## src/shared/ppl_pkg.sv

```systemverilog
// package for the pcs link configuration register bank
// assumes a 16-bit register port and a 20 MHz core clock
package ppl_pkg;
  // register addresses on the management port
  localparam logic [11:0] ADDR_TRAIN_LOCK = 12'h485;
  localparam logic [11:0] ADDR_UNLOCK_ERR = 12'h486;
  localparam logic [11:0] ADDR_TX_ILV = 12'h489;
  localparam logic [11:0] ADDR_JABBER = 12'h496;
  localparam logic [11:0] ADDR_TEST_PAT = 12'h497;
  localparam logic [11:0] ADDR_LINK_STATUS = 12'h498;

  // reset values
  localparam logic [15:0] RST_TRAIN_LOCK = 16'h1078;
  localparam logic [15:0] RST_UNLOCK_ERR = 16'h0a05;
  localparam logic [15:0] RST_TX_ILV = 16'h0001;
  localparam logic [15:0] RST_JABBER = 16'h044c;
  localparam logic [15:0] RST_TEST_PAT = 16'h01c0;

  // writable bits; everything else reads as zero
  localparam logic [15:0] WMASK_TRAIN_LOCK = 16'h71ff;
  localparam logic [15:0] WMASK_UNLOCK_ERR = 16'hff1f;
  localparam logic [15:0] WMASK_TX_ILV = 16'h0007;
  localparam logic [15:0] WMASK_JABBER = 16'h07ff;
  localparam logic [15:0] WMASK_TEST_PAT = 16'h03f0;

  // field positions in the training and lock control register
  localparam int FORCE_SLAVE_BIT = 14;
  localparam int DIS_IPG_LOCK_BIT = 13;
  localparam int LINK_CTRL_BIT = 12;
  localparam int FIRST_LOCK_MSB = 8;
  localparam int FIRST_LOCK_LSB = 0;
  // field positions in the unlock and error threshold register
  localparam int DESC_ERR_MSB = 15;
  localparam int DESC_ERR_LSB = 8;
  localparam int REM_FAIL_MSB = 4;
  localparam int REM_FAIL_LSB = 0;
  // field positions in the transmit interleave register
  localparam int FORCE_ILV_BIT = 2;
  localparam int ILV_EN_BIT = 1;
  localparam int ILV_DET_BIT = 0;
  // jabber timer and test pattern length fields
  localparam int JAB_MSB = 10;
  localparam int JAB_LSB = 0;
  localparam int TP1_MSB = 9;
  localparam int TP1_LSB = 4;

  // status register bit positions
  localparam int ST_LOCK_BIT = 0;
  localparam int ST_REM_OK_BIT = 1;
  localparam int ST_TX_ILV_BIT = 2;
  localparam int ST_JAB_BIT = 3;
  localparam int ST_TP1_BUSY_BIT = 4;
  localparam int ST_ILV_SEEN_BIT = 5;

  // jabber time base: one microsecond in core clock cycles
  localparam int CLK_PERIOD_NS = 50;
  localparam int JAB_UNIT_NS = 1000;
  localparam int JAB_UNIT_CYC = JAB_UNIT_NS / CLK_PERIOD_NS;

  // test pattern one: fixed lead of symbols plus twice the field
  localparam logic [6:0] TP1_BASE_SYMS = 7'h02;

  typedef enum logic [0:0] {
    PPL_HUNT,
    PPL_LOCKED
  } ppl_lock_st_t;
endpackage

```

## src/shared/ppl_tp_if.sv

```systemverilog
// control link between the register bank and the test pattern one generator
// assumes both ends sit on the same core clock
`timescale 1ns/1ps
interface ppl_tp_if;
  logic start;
  logic [5:0] length;
  logic sym_valid;
  logic sym_plus;
  logic busy;

  modport ctrl (output start, output length, input sym_valid, input sym_plus, input busy);
  modport gen (input start, input length, output sym_valid, output sym_plus, output busy);
endinterface

```

## src/ppl_tp1_gen.sv

```systemverilog
// generator for transmitter test pattern one: alternating +1 / -1 symbols
// assumes start is a one-cycle pulse from logic on the same clock
`timescale 1ns/1ps
module ppl_tp1_gen (
  input wire logic core_clk,
  input wire logic rst_n,
  ppl_tp_if.gen tp
);
  logic [7:0] remain_r;
  logic plus_r;
  logic valid_r;

  // burst counter; a start is taken only when fully idle, last symbol included,
  // so a run is never cut short and busy always tells the truth
  always_ff @(posedge core_clk) begin
    if (!rst_n) begin
      remain_r <= 8'h00;
    end else if (tp.start && remain_r == 8'h00 && !valid_r) begin
      // eight bits wide: the longest burst is 128 symbols
      remain_r <= 8'(ppl_pkg::TP1_BASE_SYMS) + {1'b0, tp.length, 1'b0};
    end else if (remain_r != 8'h00) begin
      remain_r <= remain_r - 8'h01;
    end
  end

  // symbol polarity starts at +1 and flips every symbol
  always_ff @(posedge core_clk) begin
    if (!rst_n) begin
      plus_r <= 1'b0;
      valid_r <= 1'b0;
    end else begin
      valid_r <= remain_r != 8'h00;
      if (remain_r == 8'h00) begin
        plus_r <= 1'b1;
      end else begin
        plus_r <= ~plus_r;
      end
    end
  end

  assign tp.sym_valid = valid_r;
  assign tp.sym_plus = valid_r & ~plus_r;
  assign tp.busy = (remain_r != 8'h00) | valid_r;
endmodule

```

## src/ppl_pcs_cfg_regs.sv

```systemverilog
// pcs link configuration register bank with the logic the fields steer
// assumes all symbol and event inputs come from logic on core_clk
//
// Chosen here: the address-and-strobe port.
`timescale 1ns/1ps

// How it works
// - training starts only while link control set
// - force bit marks slave phase one done
// - bit 13 skips lock check in gap
// - lock after first-lock-count idle symbols
// - unlock after error-count non-idle symbols
// - remote status low after threshold error symbols
// - force bit interleaves transmit unconditionally
// - enable bit interleaves only if detected
// - receive interleave detection only while enabled
// - jabber timeout counted in microseconds
// - test pattern sends two plus twice count
module ppl_pcs_cfg_regs (
  input wire logic core_clk,
  input wire logic rst_n,
  input wire logic [11:0] reg_addr,
  input wire logic [15:0] reg_wdata,
  input wire logic reg_wr,
  input wire logic reg_rd,
  output logic [15:0] reg_rdata,
  input wire logic train_req,
  input wire logic sym_valid,
  input wire logic sym_idle,
  input wire logic sym_error,
  input wire logic rx_in_ipg,
  input wire logic rx_interleave_seen,
  input wire logic rx_frame_active,
  input wire logic tp1_start,
  output logic train_enable,
  output logic train_start,
  output logic force_slave_first_phase_complete,
  output logic interleave_det_en,
  output logic tx_interleave,
  output logic desc_locked,
  output logic remote_receiver_ok,
  output logic rx_jabber,
  output logic tp1_sym_valid,
  output logic tp1_sym_plus,
  output logic tp1_busy
);
  logic [15:0] train_lock_r;
  logic [15:0] unlock_err_r;
  logic [15:0] tx_ilv_r;
  logic [15:0] jabber_r;
  logic [15:0] test_pat_r;
  logic [15:0] rdata_r;
  logic [15:0] rdata_nxt;
  logic [15:0] status;
  logic train_start_r;
  ppl_pkg::ppl_lock_st_t lock_st_r;
  logic [8:0] idle_cnt_r;
  logic [7:0] bad_cnt_r;
  logic [4:0] err_cnt_r;
  logic rem_ok_r;
  logic lost_since_lock_r;
  logic ilv_seen_r;
  logic tx_ilv_out_r;
  logic [4:0] us_div_r;
  logic [10:0] us_cnt_r;
  logic jab_r;
  logic [8:0] first_lock_cnt;
  logic [7:0] desc_err_cnt;
  logic [4:0] remote_receiver_fail_threshold;
  logic [10:0] jab_limit;
  logic [5:0] test_pattern_one_length;
  logic gap_check_on;
  logic us_tick;

  ppl_tp_if tp_bus ();

  // field views of the configuration registers
  assign first_lock_cnt = train_lock_r[ppl_pkg::FIRST_LOCK_MSB:ppl_pkg::FIRST_LOCK_LSB];
  assign desc_err_cnt = unlock_err_r[ppl_pkg::DESC_ERR_MSB:ppl_pkg::DESC_ERR_LSB];
  assign remote_receiver_fail_threshold =
    unlock_err_r[ppl_pkg::REM_FAIL_MSB:ppl_pkg::REM_FAIL_LSB];
  assign jab_limit = jabber_r[ppl_pkg::JAB_MSB:ppl_pkg::JAB_LSB];
  assign test_pattern_one_length = test_pat_r[ppl_pkg::TP1_MSB:ppl_pkg::TP1_LSB];

  // register writes; read-only bits are masked so they stay zero
  always_ff @(posedge core_clk) begin
    if (!rst_n) begin
      train_lock_r <= ppl_pkg::RST_TRAIN_LOCK;
      unlock_err_r <= ppl_pkg::RST_UNLOCK_ERR;
      tx_ilv_r <= ppl_pkg::RST_TX_ILV;
      jabber_r <= ppl_pkg::RST_JABBER;
      test_pat_r <= ppl_pkg::RST_TEST_PAT;
    end else if (reg_wr) begin
      case (reg_addr)
        ppl_pkg::ADDR_TRAIN_LOCK: begin
          train_lock_r <= reg_wdata & ppl_pkg::WMASK_TRAIN_LOCK;
        end
        ppl_pkg::ADDR_UNLOCK_ERR: begin
          unlock_err_r <= reg_wdata & ppl_pkg::WMASK_UNLOCK_ERR;
        end
        ppl_pkg::ADDR_TX_ILV: begin
          tx_ilv_r <= reg_wdata & ppl_pkg::WMASK_TX_ILV;
        end
        ppl_pkg::ADDR_JABBER: begin
          jabber_r <= reg_wdata & ppl_pkg::WMASK_JABBER;
        end
        ppl_pkg::ADDR_TEST_PAT: begin
          test_pat_r <= reg_wdata & ppl_pkg::WMASK_TEST_PAT;
        end
        default: begin
        end
      endcase
    end
  end

  // live status word built from the block's own state
  always_comb begin
    status = 16'h0000;
    status[ppl_pkg::ST_LOCK_BIT] = lock_st_r == ppl_pkg::PPL_LOCKED;
    status[ppl_pkg::ST_REM_OK_BIT] = rem_ok_r;
    status[ppl_pkg::ST_TX_ILV_BIT] = tx_ilv_out_r;
    status[ppl_pkg::ST_JAB_BIT] = jab_r;
    status[ppl_pkg::ST_TP1_BUSY_BIT] = tp_bus.busy;
    status[ppl_pkg::ST_ILV_SEEN_BIT] = ilv_seen_r;
  end

  // read mux; unmapped addresses read zero
  always_comb begin
    case (reg_addr)
      ppl_pkg::ADDR_TRAIN_LOCK: rdata_nxt = train_lock_r;
      ppl_pkg::ADDR_UNLOCK_ERR: rdata_nxt = unlock_err_r;
      ppl_pkg::ADDR_TX_ILV: rdata_nxt = tx_ilv_r;
      ppl_pkg::ADDR_JABBER: rdata_nxt = jabber_r;
      ppl_pkg::ADDR_TEST_PAT: rdata_nxt = test_pat_r;
      ppl_pkg::ADDR_LINK_STATUS: rdata_nxt = status;
      default: rdata_nxt = 16'h0000;
    endcase
  end

  // read data valid only in the cycle after the strobe
  always_ff @(posedge core_clk) begin
    if (!rst_n) begin
      rdata_r <= 16'h0000;
    end else if (reg_rd) begin
      rdata_r <= rdata_nxt;
    end else begin
      rdata_r <= 16'h0000;
    end
  end

  // training launch gated by link control
  always_ff @(posedge core_clk) begin
    if (!rst_n) begin
      train_start_r <= 1'b0;
    end else begin
      train_start_r <= train_req & train_lock_r[ppl_pkg::LINK_CTRL_BIT];
    end
  end

  // gap lock check can be switched off; counters then hold through the gap
  assign gap_check_on = ~(rx_in_ipg & train_lock_r[ppl_pkg::DIS_IPG_LOCK_BIT]);

  // descrambler lock tracking: run of idles to lock, run of non-idles to drop it
  always_ff @(posedge core_clk) begin
    if (!rst_n) begin
      lock_st_r <= ppl_pkg::PPL_HUNT;
      idle_cnt_r <= 9'h000;
      bad_cnt_r <= 8'h00;
    end else if (sym_valid && gap_check_on) begin
      case (lock_st_r)
        ppl_pkg::PPL_HUNT: begin
          bad_cnt_r <= 8'h00;
          if (!sym_idle) begin
            idle_cnt_r <= 9'h000;
          end else if (idle_cnt_r + 9'h001 >= first_lock_cnt) begin
            idle_cnt_r <= 9'h000;
            lock_st_r <= ppl_pkg::PPL_LOCKED;
          end else begin
            idle_cnt_r <= idle_cnt_r + 9'h001;
          end
        end
        ppl_pkg::PPL_LOCKED: begin
          idle_cnt_r <= 9'h000;
          if (sym_idle) begin
            bad_cnt_r <= 8'h00;
          end else if (bad_cnt_r + 8'h01 >= desc_err_cnt) begin
            bad_cnt_r <= 8'h00;
            lock_st_r <= ppl_pkg::PPL_HUNT;
          end else begin
            bad_cnt_r <= bad_cnt_r + 8'h01;
          end
        end
        default: begin
          lock_st_r <= ppl_pkg::PPL_HUNT;
        end
      endcase
    end
  end

  // remote receiver status: raised on lock while link control is set, dropped after enough error symbols
  always_ff @(posedge core_clk) begin
    if (!rst_n) begin
      rem_ok_r <= 1'b0;
      err_cnt_r <= 5'h00;
    end else if (lock_st_r != ppl_pkg::PPL_LOCKED) begin
      rem_ok_r <= 1'b0;
      err_cnt_r <= 5'h00;
    end else if (sym_valid && sym_error && rem_ok_r) begin
      if (err_cnt_r + 5'h01 >= remote_receiver_fail_threshold) begin
        rem_ok_r <= 1'b0;
        err_cnt_r <= 5'h00;
      end else begin
        err_cnt_r <= err_cnt_r + 5'h01;
      end
    end else if (!rem_ok_r && err_cnt_r == 5'h00 && train_lock_r[ppl_pkg::LINK_CTRL_BIT]) begin
      // re-armed only by a fresh lock, so hold low until the next unlock
      rem_ok_r <= ~lost_since_lock_r;
    end
  end

  // remembers that status dropped during the current lock
  always_ff @(posedge core_clk) begin
    if (!rst_n) begin
      lost_since_lock_r <= 1'b0;
    end else if (lock_st_r != ppl_pkg::PPL_LOCKED) begin
      lost_since_lock_r <= 1'b0;
    end else if (rem_ok_r && sym_valid && sym_error &&
                 err_cnt_r + 5'h01 >= remote_receiver_fail_threshold) begin
      lost_since_lock_r <= 1'b1;
    end
  end

  // receive interleave detection; clearing the enable forgets what was seen
  always_ff @(posedge core_clk) begin
    if (!rst_n) begin
      ilv_seen_r <= 1'b0;
    end else if (!tx_ilv_r[ppl_pkg::ILV_DET_BIT]) begin
      ilv_seen_r <= 1'b0;
    end else if (rx_interleave_seen) begin
      ilv_seen_r <= 1'b1;
    end
  end

  // transmit interleave: force wins, else enable and detection together
  always_ff @(posedge core_clk) begin
    if (!rst_n) begin
      tx_ilv_out_r <= 1'b0;
    end else begin
      tx_ilv_out_r <= tx_ilv_r[ppl_pkg::FORCE_ILV_BIT] |
                      (tx_ilv_r[ppl_pkg::ILV_EN_BIT] & ilv_seen_r);
    end
  end

  // microsecond prescaler, restarted with each frame
  assign us_tick = us_div_r == 5'(ppl_pkg::JAB_UNIT_CYC - 1);
  always_ff @(posedge core_clk) begin
    if (!rst_n) begin
      us_div_r <= 5'h00;
    end else if (!rx_frame_active || us_tick) begin
      us_div_r <= 5'h00;
    end else begin
      us_div_r <= us_div_r + 5'h01;
    end
  end

  // jabber: frame longer than the limit; holds until the frame ends
  always_ff @(posedge core_clk) begin
    if (!rst_n) begin
      us_cnt_r <= 11'h000;
      jab_r <= 1'b0;
    end else if (!rx_frame_active) begin
      us_cnt_r <= 11'h000;
      jab_r <= 1'b0;
    end else if (us_tick) begin
      // saturate so a very long frame cannot wrap and release jabber
      if (us_cnt_r != 11'h7ff) begin
        us_cnt_r <= us_cnt_r + 11'h001;
      end
      if (us_cnt_r + 11'h001 >= jab_limit) begin
        jab_r <= 1'b1;
      end
    end
  end

  // test pattern generator hookup
  assign tp_bus.start = tp1_start;
  assign tp_bus.length = test_pattern_one_length;

  ppl_tp1_gen u_tp1 (
    .core_clk(core_clk),
    .rst_n(rst_n),
    .tp(tp_bus)
  );

  // outputs
  assign reg_rdata = rdata_r;
  assign train_enable = train_lock_r[ppl_pkg::LINK_CTRL_BIT];
  assign train_start = train_start_r;
  assign force_slave_first_phase_complete = train_lock_r[ppl_pkg::FORCE_SLAVE_BIT];
  assign interleave_det_en = tx_ilv_r[ppl_pkg::ILV_DET_BIT];
  assign tx_interleave = tx_ilv_out_r;
  assign desc_locked = lock_st_r == ppl_pkg::PPL_LOCKED;
  assign remote_receiver_ok = rem_ok_r;
  assign rx_jabber = jab_r;
  assign tp1_sym_valid = tp_bus.sym_valid;
  assign tp1_sym_plus = tp_bus.sym_plus;
  assign tp1_busy = tp_bus.busy;
endmodule

```

## config.mk

```make
export PLATFORM = sky130hd
export DESIGN_NAME = ppl_pcs_cfg_regs
export DESIGN_NICKNAME = d
export VERILOG_FILES = /design/src/shared/ppl_pkg.sv /design/src/shared/ppl_tp_if.sv /design/src/ppl_tp1_gen.sv /design/src/ppl_pcs_cfg_regs.sv
export SDC_FILE = /design/constraint.sdc
export NUM_CORES = 1
export LEC_CHECK = 0
export ABC_CLOCK_PERIOD_IN_PS = 2200
export BUFFER_PORTS_ARGS = -buffer_cell sky130_fd_sc_hd__clkbuf_2
export CAP_MARGIN = 5
export CORE_UTILIZATION = 40
export DETAILED_ROUTE_END_ITERATION = 6
export PLACE_DENSITY = 0.63
export SLEW_MARGIN = 5
export SYNTH_ARGS = -nofsm -noshare
export SYNTH_HDL_FRONTEND = slang
export SYNTH_SLANG_ARGS = --single-unit
export TNS_END_PERCENT = 30
```

## constraint.sdc

```tcl
create_clock -name core_clk -period 2.2 [get_ports core_clk]
set_clock_uncertainty 0.1 [all_clocks]
set_input_delay 0.44 -clock core_clk [delete_from_list [all_inputs] [get_ports core_clk]]
set_output_delay 0.44 -clock core_clk [all_outputs]
set_load 0.02 [all_outputs]
```

==> results.cfg, run 1 <==
[outcome]
status = complete, but fails checks
violations = design-rule violations, negative setup slack

[floorplan]
core_area_um2 = 14700
die-area_um2 = 15700
ios = 67
rows = 44
die_h_um = 125
die_w_um = 125
start_util = 0.414

[placed_design]
dp_hpwl_um = 12100
portBuffers = 66
place.gp.congestion = 0.840
post-place-ws_ps = -220

[worst_setup_path]
rr_endpoint = bad_cnt_r[2]$_SDFFE_PN0P_
crit_arrival_ps = 1900
rr_worst_depth = 10
critPathLaunchType = flip-flop
crit_type = flip-flop to output port
critPathRequiredTime_ps = 1660
path_cells = inv_2 > ha_4 > or4b_4 > nor4_4 > nand2b_1 > clkbuf_8
reg2reg_slack_ps = -220
cpLargestDelayFamily = simple AND/OR/NAND/NOR gates
crit_path_top_delay_cell = or4b_4
critPathCaptureType = output port
cp.depth = 6
r2r_start = bad_cnt_r[1]$_SDFFE_PN0P_
cpPeakStageDelay_ps = 490
path_max_fanout = 3
cp.buffers_inverters = 2

[synthesis]
synth_most_common_cell = dfxtp_1
synth_area_leaders = dfxtp_1 38%, ha_1 8.4%, nand2_1 5.3%
synth_fp_nets = 783
synth_cell_types = 68
avgSynthCellArea_um2 = 8.68
ys_ff_latch = 116
synth_top_area_frac = 0.381
syn_inst = 702
synth_edf_count = 0
seq_area_frac_synth = 0.381
ys.flop_type = dfxtp_1
synth_common_cells = 116 x dfxtp_1, 86 x nand2_1, 52 x nor2_1
synth_top_area_cell = dfxtp_1
synth_area_um2 = 6090
ys_async_sr_fraction = 0
yosys_warnings = 0

[drt]
drt-total-wl_um = 16700
met1_length_um = 7710
wl_met3_um = 942
dr.pass1.iters = 7
dr_wl_met2_um = 7800
vias = 5513
drc_errors = 6
viasPerCell = 5.35
wl_per_cell_um = 16.2
highest_layer = met4
drt_iter0_markers = 386
ant_nets = 0

[min_path]
hold_path.class = primary input to flip-flop
holdPathStages = 2
holdPathEnd = ilv_seen_r$_SDFFE_PN0P_
worstHoldStart = rx_interleave_seen

[power_and_ir_drop]
ir_drop_mv = 0.495
p_leak_uw = 0.00341
power.density_nw_per_um2 = 734

[grt]
globalRoute.totalOverflow = 0
track_usage = 0.215
grt_pass1_wl_um = 26600
grt_max_degree = 34
antenna_found_initial = 0
grt_pass1_vias = 5376

[sta]
max_slew.worst_pin.slew_ps = 535
setup_tns_ps = -885
hold_violations = 0
rsz0062_at_grt = yes
setup_slack_ps = -244
finalCritPeriodShare = 1.11
setup_viol = 7
slew_headroom = 0.643
maxSlewViolCount = 0
fin_crit_ps = 2440
max_freq_mhz = 409

[cts]
h-tree-depth = 4
insertion_delay_ps = 420
clk_pin_slew_ps = 50
cts_buffers = 17
cts_root_buf = clkbuf_16
cts_tree = built
clockBufferDepth = 2
cts_sinks = 116

[cells_and_area]
nets = 915
n_antenna_cell = 0
syn_to_final_growth_pct = 32.1
nFillCells = 1326
drive_gt1_frac = 0.294

[flow_run]
max_cap_viol_count = 0
-- registers in the layout, summed over array words and instances (netlist names), 3 cells and up --
name / flops
tx_ilv_r: 3
train_lock_r: 12
bad_cnt_r: 8
reg_rdata: 16
jabber_r: 11
err_cnt_r: 5
u_tp1.remain_r: 8
us_div_r: 5
unlock_err_r: 13
us_cnt_r: 11
test_pat_r: 6
idle_cnt_r: 9
-- worst max path at each step --
stage | start | to | slack [ps]
floorplan | reg_addr[5] | jabber_r[10]$_SDFFE_PN1P_ | -40
global placement | reg_addr[5] | reg_rdata[2]$_SDFF_PN0_ | -130
detailed placement | bad_cnt_r[1]$_SDFFE_PN0P_ | bad_cnt_r[2]$_SDFFE_PN0P_ | -220
CTS | u_tp1.remain_r[1]$_SDFFE_PN0P_ | tp1_busy | -320
global route | bad_cnt_r[0]$_SDFFE_PN0P_ | bad_cnt_r[2]$_SDFFE_PN0P_ | -310
finish | u_tp1.remain_r[0]$_SDFFE_PN0P_ | tp1_busy | -240
-- cell families (layout without fill, tap and decap cells) --
logic type | after synthesis | after routing | synth area share
adders and majority gates | 41 | 41 | 0.0842
DFF | 116 | 116 | 0.381
xor gates and xnor gates | 42 | 42 | 0.0604
muxes | 13 | 13 | 0.0214
AOI/OAI and AO/OA | 146 | 146 | 0.174
and+or+nand+nor | 273 | 273 | 0.229
buffers and inverters | 71 | 216 | 0.0503
-- metal layers --
metal	vias to the layer above	global-route usage
met4	0	0.0739
met1	2563	0.285
met5	-	0
met3	31	0.0454
li1	2752	-
met2	167	0.346
-- cell type report --
cell class | instances | area [um^2] | share of cell area
Multi-Input combinational cell | 515 | 3790 | 0.471
Tap cell | 184 | 230 | 0.0286
Clock buffer | 17 | 425 | 0.0529
Inverter | 41 | 154 | 0.0191
Timing Repair Buffer | 143 | 946 | 0.118
Clock inverter | 15 | 156 | 0.0194
Sequential cell | 116 | 2340 | 0.291
-- cell usage in the layout (no fill, tap or decap), types with 3 or more instances in the layout --
| master | synthesis | final |
|---|---|---|
| a21boi_0 | 25 | 23 |
| a21boi_1 | 2 | 4 |
| a21o_1 | 8 | 8 |
| a21oi_1 | 19 | 16 |
| a21oi_2 | 0 | 3 |
| a222oi_1 | 3 | 3 |
| a22o_1 | 10 | 10 |
| a22oi_1 | 16 | 16 |
| a32o_1 | 5 | 5 |
| and2_1 | 7 | 7 |
| and3_1 | 19 | 14 |
| and3_4 | 0 | 5 |
| buf_4 | 0 | 74 |
| clkbuf_16 | 0 | 17 |
| clkbuf_2 | 1 | 65 |
| clkinvlp_4 | 0 | 6 |
| dfxtp_1 | 116 | 104 |
| dfxtp_2 | 0 | 10 |
| ha_1 | 41 | 32 |
| ha_4 | 0 | 7 |
| inv_1 | 41 | 39 |
| mux2i_1 | 13 | 13 |
| nand2_1 | 86 | 85 |
| nand2_2 | 2 | 3 |
| nand2b_1 | 9 | 9 |
| nand3_1 | 41 | 39 |
| nand4_1 | 5 | 5 |
| nor2_1 | 52 | 47 |
| nor2_2 | 0 | 4 |
| nor2b_1 | 13 | 13 |
| nor3_1 | 12 | 11 |
| nor4_1 | 5 | 4 |
| o211ai_1 | 10 | 10 |
| o21ai_0 | 21 | 13 |
| o21ai_1 | 0 | 4 |
| o21ai_2 | 0 | 4 |
| xnor2_1 | 28 | 25 |
| xor2_1 | 14 | 9 |
| xor2_2 | 0 | 4 |
-- timing repair --
action	4_1_cts	5_1_grt
gates resized for setup	39	43
buffers inserted	8	8
endpoints found under the setup margin	22	24
pin swaps	24	31
gates cloned	0	0
hold buffers	0	0
-- report_power, final --
group / internal, uW / switching (uW) / leakage, uW
registers: 2180 / 89.9 / 0.000944
logic: 472 / 438 / 0.00220
clock network: 1670 / 1050 / 0.000268
-- stage by stage --
step / cell area [um^2] / hold WS (ps) / power, uW / util / std cells
detailed placement: 7020 / 341 / 3040 / 0.478 / 985
global placement: 7020 / 330 / 3010 / 0.478 / 985
global route: 8050 / 154 / 6150 / 0.547 / 1031
CTS: 7790 / 141 / 5900 / 0.530 / 1025
finish: 8050 / 144 / 5900 / 0.547 / 1031
floorplan: 6120 / 317 / 2740 / - / 702
Power figures use the tool's default switching activity.
==> run 2, diff against run 1 <==
==> constraint.sdc (replaced) <==
create_clock -name core_clk -period 2.2 [get_ports core_clk]
set_clock_uncertainty 0.1 [all_clocks]
set_input_delay 0 -clock core_clk [delete_from_list [all_inputs] [get_ports core_clk]]
set_output_delay 0 -clock core_clk [all_outputs]
set_load 0.02 [all_outputs]
==> results.cfg, run 2 (same netlist as run 1, synthesis figures left out) <==
[floorplan]
rows = 44
ios = 67
die-area_um2 = 15700
start_util = 0.414
die_h_um = 125
core_area_um2 = 14700
die_w_um = 125

[worst_setup_path]
critPathLaunchType = flip-flop
path_cells = and3_4 > and3_4 > and3_4 > xor2_4 > ha_4 > a41oi_2 > o21ai_1 > a311o_1 > o21bai_1 > a21o_1
critPathCaptureType = flip-flop
path_max_fanout = 5
crit_path_top_delay_cell = a311o_1
critPathRequiredTime_ps = 2470
crit_type = flip-flop to flip-flop
crit_arrival_ps = 2670
cpPeakStageDelay_ps = 400
crit_top_cell = and3_4

[cts]
clk_pin_slew_ps = 50
h-tree-depth = 4
cts_sinks = 116
insertion_delay_ps = 420
clockBufferDepth = 2
cts_root_buf = clkbuf_16
cts_buffers = 17
cts_tree = built

[sta]
fin_crit_ps = 2410
maxSlewViolCount = 0
setup_viol = 17
max_slew.worst_pin.slew_ps = 1260
slew_headroom = 0.161
max_freq_mhz = 416
hold_violations = 0
rsz0062_at_grt = yes
setup_slack_ps = -205
finalCritPeriodShare = 1.09

[cells_and_area]
syn_to_final_growth_pct = 33.2
nets = 922
layout_common_cells = 105 x dfxtp_1, 84 x nand2_1, 66 x clkbuf_2
nFillCells = 1304
drive_gt1_frac = 0.253
largest_reg_flops = 16
regArea_um2 = 2340
n_antenna_cell = 0
postLayoutCellArea_um2 = 8110
mostFrequentLayoutCell = dfxtp_1
multi_input_area_um2 = 3770
utilization = 0.552

[outcome]
violations = design-rule violations, negative setup slack
status = complete, but fails checks

[grt]
track_usage = 0.213
grt_pass1_vias = 5440
antenna_found_initial = 0
globalRoute.totalOverflow = 0
grt_pass1_wl_um = 26400
grt_max_degree = 52

[min_path]
hold_path.class = primary input to flip-flop

[flow_run]
max_cap_viol_count = 0

[placed_design]
placed_area_um2 = 6890
dp_hpwl_um = 11900
portBuffers = 66
place.gp.congestion = 0.884

[drt]
drt_iter0_markers = 373
dr.pass1.iters = 7
wl_per_cell_um = 15.9
ant_nets = 0
vias = 5560
drt-total-wl_um = 16500
drc_errors = 7
viasPerCell = 5.36

[power_and_ir_drop]
p_leak_uw = 0.00346
power.density_nw_per_um2 = 708
ir_drop_mv = 0.494
[run 2: final timing paths]
| kind | start | to | slack [ps] | cells past startpoint |
|---|---|---|---|---|
| max reg2reg | bad_cnt_r[0]$_SDFFE_PN0P_ | bad_cnt_r[2]$_SDFFE_PN0P_ | -210 | 10 |
| min reg2reg | u_tp1.plus_r$_SDFF_PN0_ | u_tp1.plus_r$_SDFF_PN0_ | 340 | 1 |
| max | bad_cnt_r[0]$_SDFFE_PN0P_ | bad_cnt_r[2]$_SDFFE_PN0P_ | -210 | 10 |
| min | tp1_start | u_tp1.remain_r[6]$_SDFFE_PN0P_ | 20 | 4 |
[run 2: through the flow]
step	setup TNS [ps]	std cells	hold WS [ps]	setup slack, ps	total power (uW)
floorplan	-191	702	24.2	-35.3	2740
global placement	-1510	970	125	-137	2970
finish	-1320	1037	16.6	-205	5740
global route	-3440	1037	57.4	-341	5970
CTS	-1480	1030	5.28	-196	5770
detailed placement	-2820	970	135	-226	3000
[run 2: area by class of cell]
class / count / share of cell area
inverters: 41 / 0.0190
multi-input cells: 515 / 0.464
well taps: 184 / 0.0284
clock buffers: 22 / 0.0598
repair buffers: 150 / 0.127
flip-flops and latches: 116 / 0.289
clock inverters: 9 / 0.0125
[run 2: layer usage]
| layer | up-vias | track usage | wire, um |
|---|---|---|---|
| li1 | 2763 | - | - |
| met1 | 2618 | 0.270 | 7690 |
| met2 | 151 | 0.350 | 7690 |
| met3 | 28 | 0.0462 | 734 |
| met4 | 0 | 0.0925 | 370 |
| met5 | - | 0 | 0 |
[run 2: worst max-delay path, delay by kind of cell, from the launching register on]
kind | cells | cell delay, ps
xor gates and xnor gates | 1 | 180
and+or+nand+nor | 3 | 570
adders and majority gates | 1 | 230
AOI/OAI and AO/OA | 5 | 910
DFF | 1 | 370
[run 2: what timing repair did]
item                       CTS  global route
resized for setup           21            45
setup endpoints to repair   21            26
pin swaps                   13            30
hold buffers                27             0
hold endpoints to repair    58             0
setup buffers                2             7
[run 2: power breakdown]
group          internal (uW)  total [uW]  leakage (uW)  switching (uW)
logic                    379         753       0.00222             375
registers               2180        2270      0.000945            89.4
clock network           1770        2720      0.000291             943
total                   4330        5740       0.00346            1410
==> run 3, diff against run 2 <==
CORE_UTILIZATION = 25   (was 40)
PLACE_DENSITY = 0.45   (was 0.63)
TNS_END_PERCENT = 5   (was 30)
==> results.cfg, run 3 (same netlist as run 1, synthesis figures left out) <==
[floorplan]
rows = 56
die_h_um = 158
die-area_um2 = 25000
start_util = 0.257
ios = 67
core_area_um2 = 23700
die_w_um = 158

[outcome]
violations = negative setup slack
status = complete, but fails checks

[worst_setup_path]
cpPeakStageDelay_ps = 390
crit_type = flip-flop to flip-flop
crit_path_top_delay_cell = a311o_1
path_cells = and3_4 > and3_4 > and3_4 > xor2_4 > ha_4 > a41oi_2 > o21ai_2 > a311o_1 > o21bai_1 > a21o_1
crit_arrival_ps = 2700
path_max_fanout = 5
critPathCaptureType = flip-flop
critPathRequiredTime_ps = 2470
critPathLaunchType = flip-flop
crit_top_cell = and3_4

[placed_design]
dp_hpwl_um = 13200
post-place-ws_ps = -218
placed_area_um2 = 7280
place.gp.congestion = 0.748
portBuffers = 66
place_inst = 1138

[cells_and_area]
drive_gt1_frac = 0.264
n_antenna_cell = 0
syn_to_final_growth_pct = 37.7
largest_reg_flops = 16
finalNonFillerCells = 1199
multi_input_area_um2 = 3640
nets = 948
mostFrequentLayoutCell = dfxtp_1
postLayoutCellArea_um2 = 8390
layout_common_cells = 108 x dfxtp_1, 86 x nand2_1, 79 x buf_4
utilization = 0.354
regArea_um2 = 2330
nFillCells = 2503

[min_path]
hold_path.class = primary input to flip-flop

[sta]
maxSlewViolCount = 0
rsz0062_at_grt = yes
setup_tns_ps = -1000
max_slew.worst_pin.slew_ps = 712
finalCritPeriodShare = 1.10
max_freq_mhz = 411
setup_viol = 16
slew_headroom = 0.524
setup_slack_ps = -231
hold_violations = 0
fin_crit_ps = 2430

[cts]
h-tree-depth = 4
cts_tree = built
clk_pin_slew_ps = 60
cts_sinks = 116
cts_root_buf = clkbuf_16
cts_buffers = 17
insertion_delay_ps = 430
clockBufferDepth = 2

[drt]
drt-total-wl_um = 17800
dr.pass1.iters = 5
vias = 5455
drt_iter0_markers = 297
wl_per_cell_um = 14.9
drc_errors = 0
viasPerCell = 4.55
ant_nets = 0

[flow_run]
max_cap_viol_count = 0

[grt]
grt_pass1_wl_um = 28100
grt_max_degree = 38
track_usage = 0.150
globalRoute.totalOverflow = 0
antenna_found_initial = 0
grt_pass1_vias = 5203

[power_and_ir_drop]
p_leak_uw = 0.00354
power.density_nw_per_um2 = 719
ir_drop_mv = 0.393
-- run 3: cell count changes in the layout (fill, tap and decap cells not counted), moves of 3 or more --
cell,change
dfxtp_1,+3
ha_4,-4
ha_1,+4
o21ai_1,-3
clkinv_2,-4
buf_4,+23
inv_6,+4
dfxtp_4,-3
-- run 3: power breakdown --
group / leakage, uW / switching (uW) / total (uW) / internal, uW
combinational: 0.00230 / 404 / 813 / 409
clock: 0.000301 / 1100 / 2960 / 1860
sequential: 0.000942 / 80.7 / 2260 / 2180
total: 0.00354 / 1590 / 6040 / 4450
-- run 3: what timing repair did --
item | CTS | global route
pin swaps | 3 | 15
hold buffers | 28 | 0
resized for setup | 9 | 43
endpoints found under the setup margin | 21 | 37
endpoints found under the hold margin | 57 | 0
buffers inserted | 0 | 1
-- run 3: final timing paths --
kind                              from                   endpoint  slack [ps]  cells after the start
max          bad_cnt_r[0]$_SDFFE_PN0P_  bad_cnt_r[2]$_SDFFE_PN0P_        -230                     10
min                        reg_addr[8]    reg_rdata[8]$_SDFF_PN0_          40                      5
max reg2reg  bad_cnt_r[0]$_SDFFE_PN0P_  bad_cnt_r[2]$_SDFFE_PN0P_        -230                     10
min reg2reg     us_div_r[0]$_SDFF_PP0_     us_div_r[0]$_SDFF_PP0_         350                      1
-- run 3: layout make-up --
cell class	count	share of cell area
inverter	41	0.0183
tap	319	0.0476
multi-input combinational	515	0.434
clock inverter	13	0.0204
timing repair buffer	176	0.147
clock buffer	19	0.0540
sequential	116	0.278
-- run 3: worst max-delay path, delay by kind of cell (launching register included) --
family,cells,cell delay (ps)
flops,1,350
compound gates,5,950
xor+xnor,1,180
fa+ha+maj,1,230
simple gates,3,570
-- run 3: metrics by stage --
step | hold slack (ps) | total power [uW]
after floorplan | 24.2 | 2740
after global placement | 129 | 3060
after detailed placement | 135 | 3060
after CTS | 10.1 | 6090
after global routing | 42.7 | 6300
final | 35.4 | 6040
-- run 3: layer usage --
layer / up-vias / GRT usage / share of wire
li1: 2813 / - / -
met1: 2535 / 0.207 / 0.50
met2: 89 / 0.225 / 0.44
met3: 18 / 0.0361 / 0.044
met4: 0 / 0.0499 / 0.013
met5: - / 0 / 0
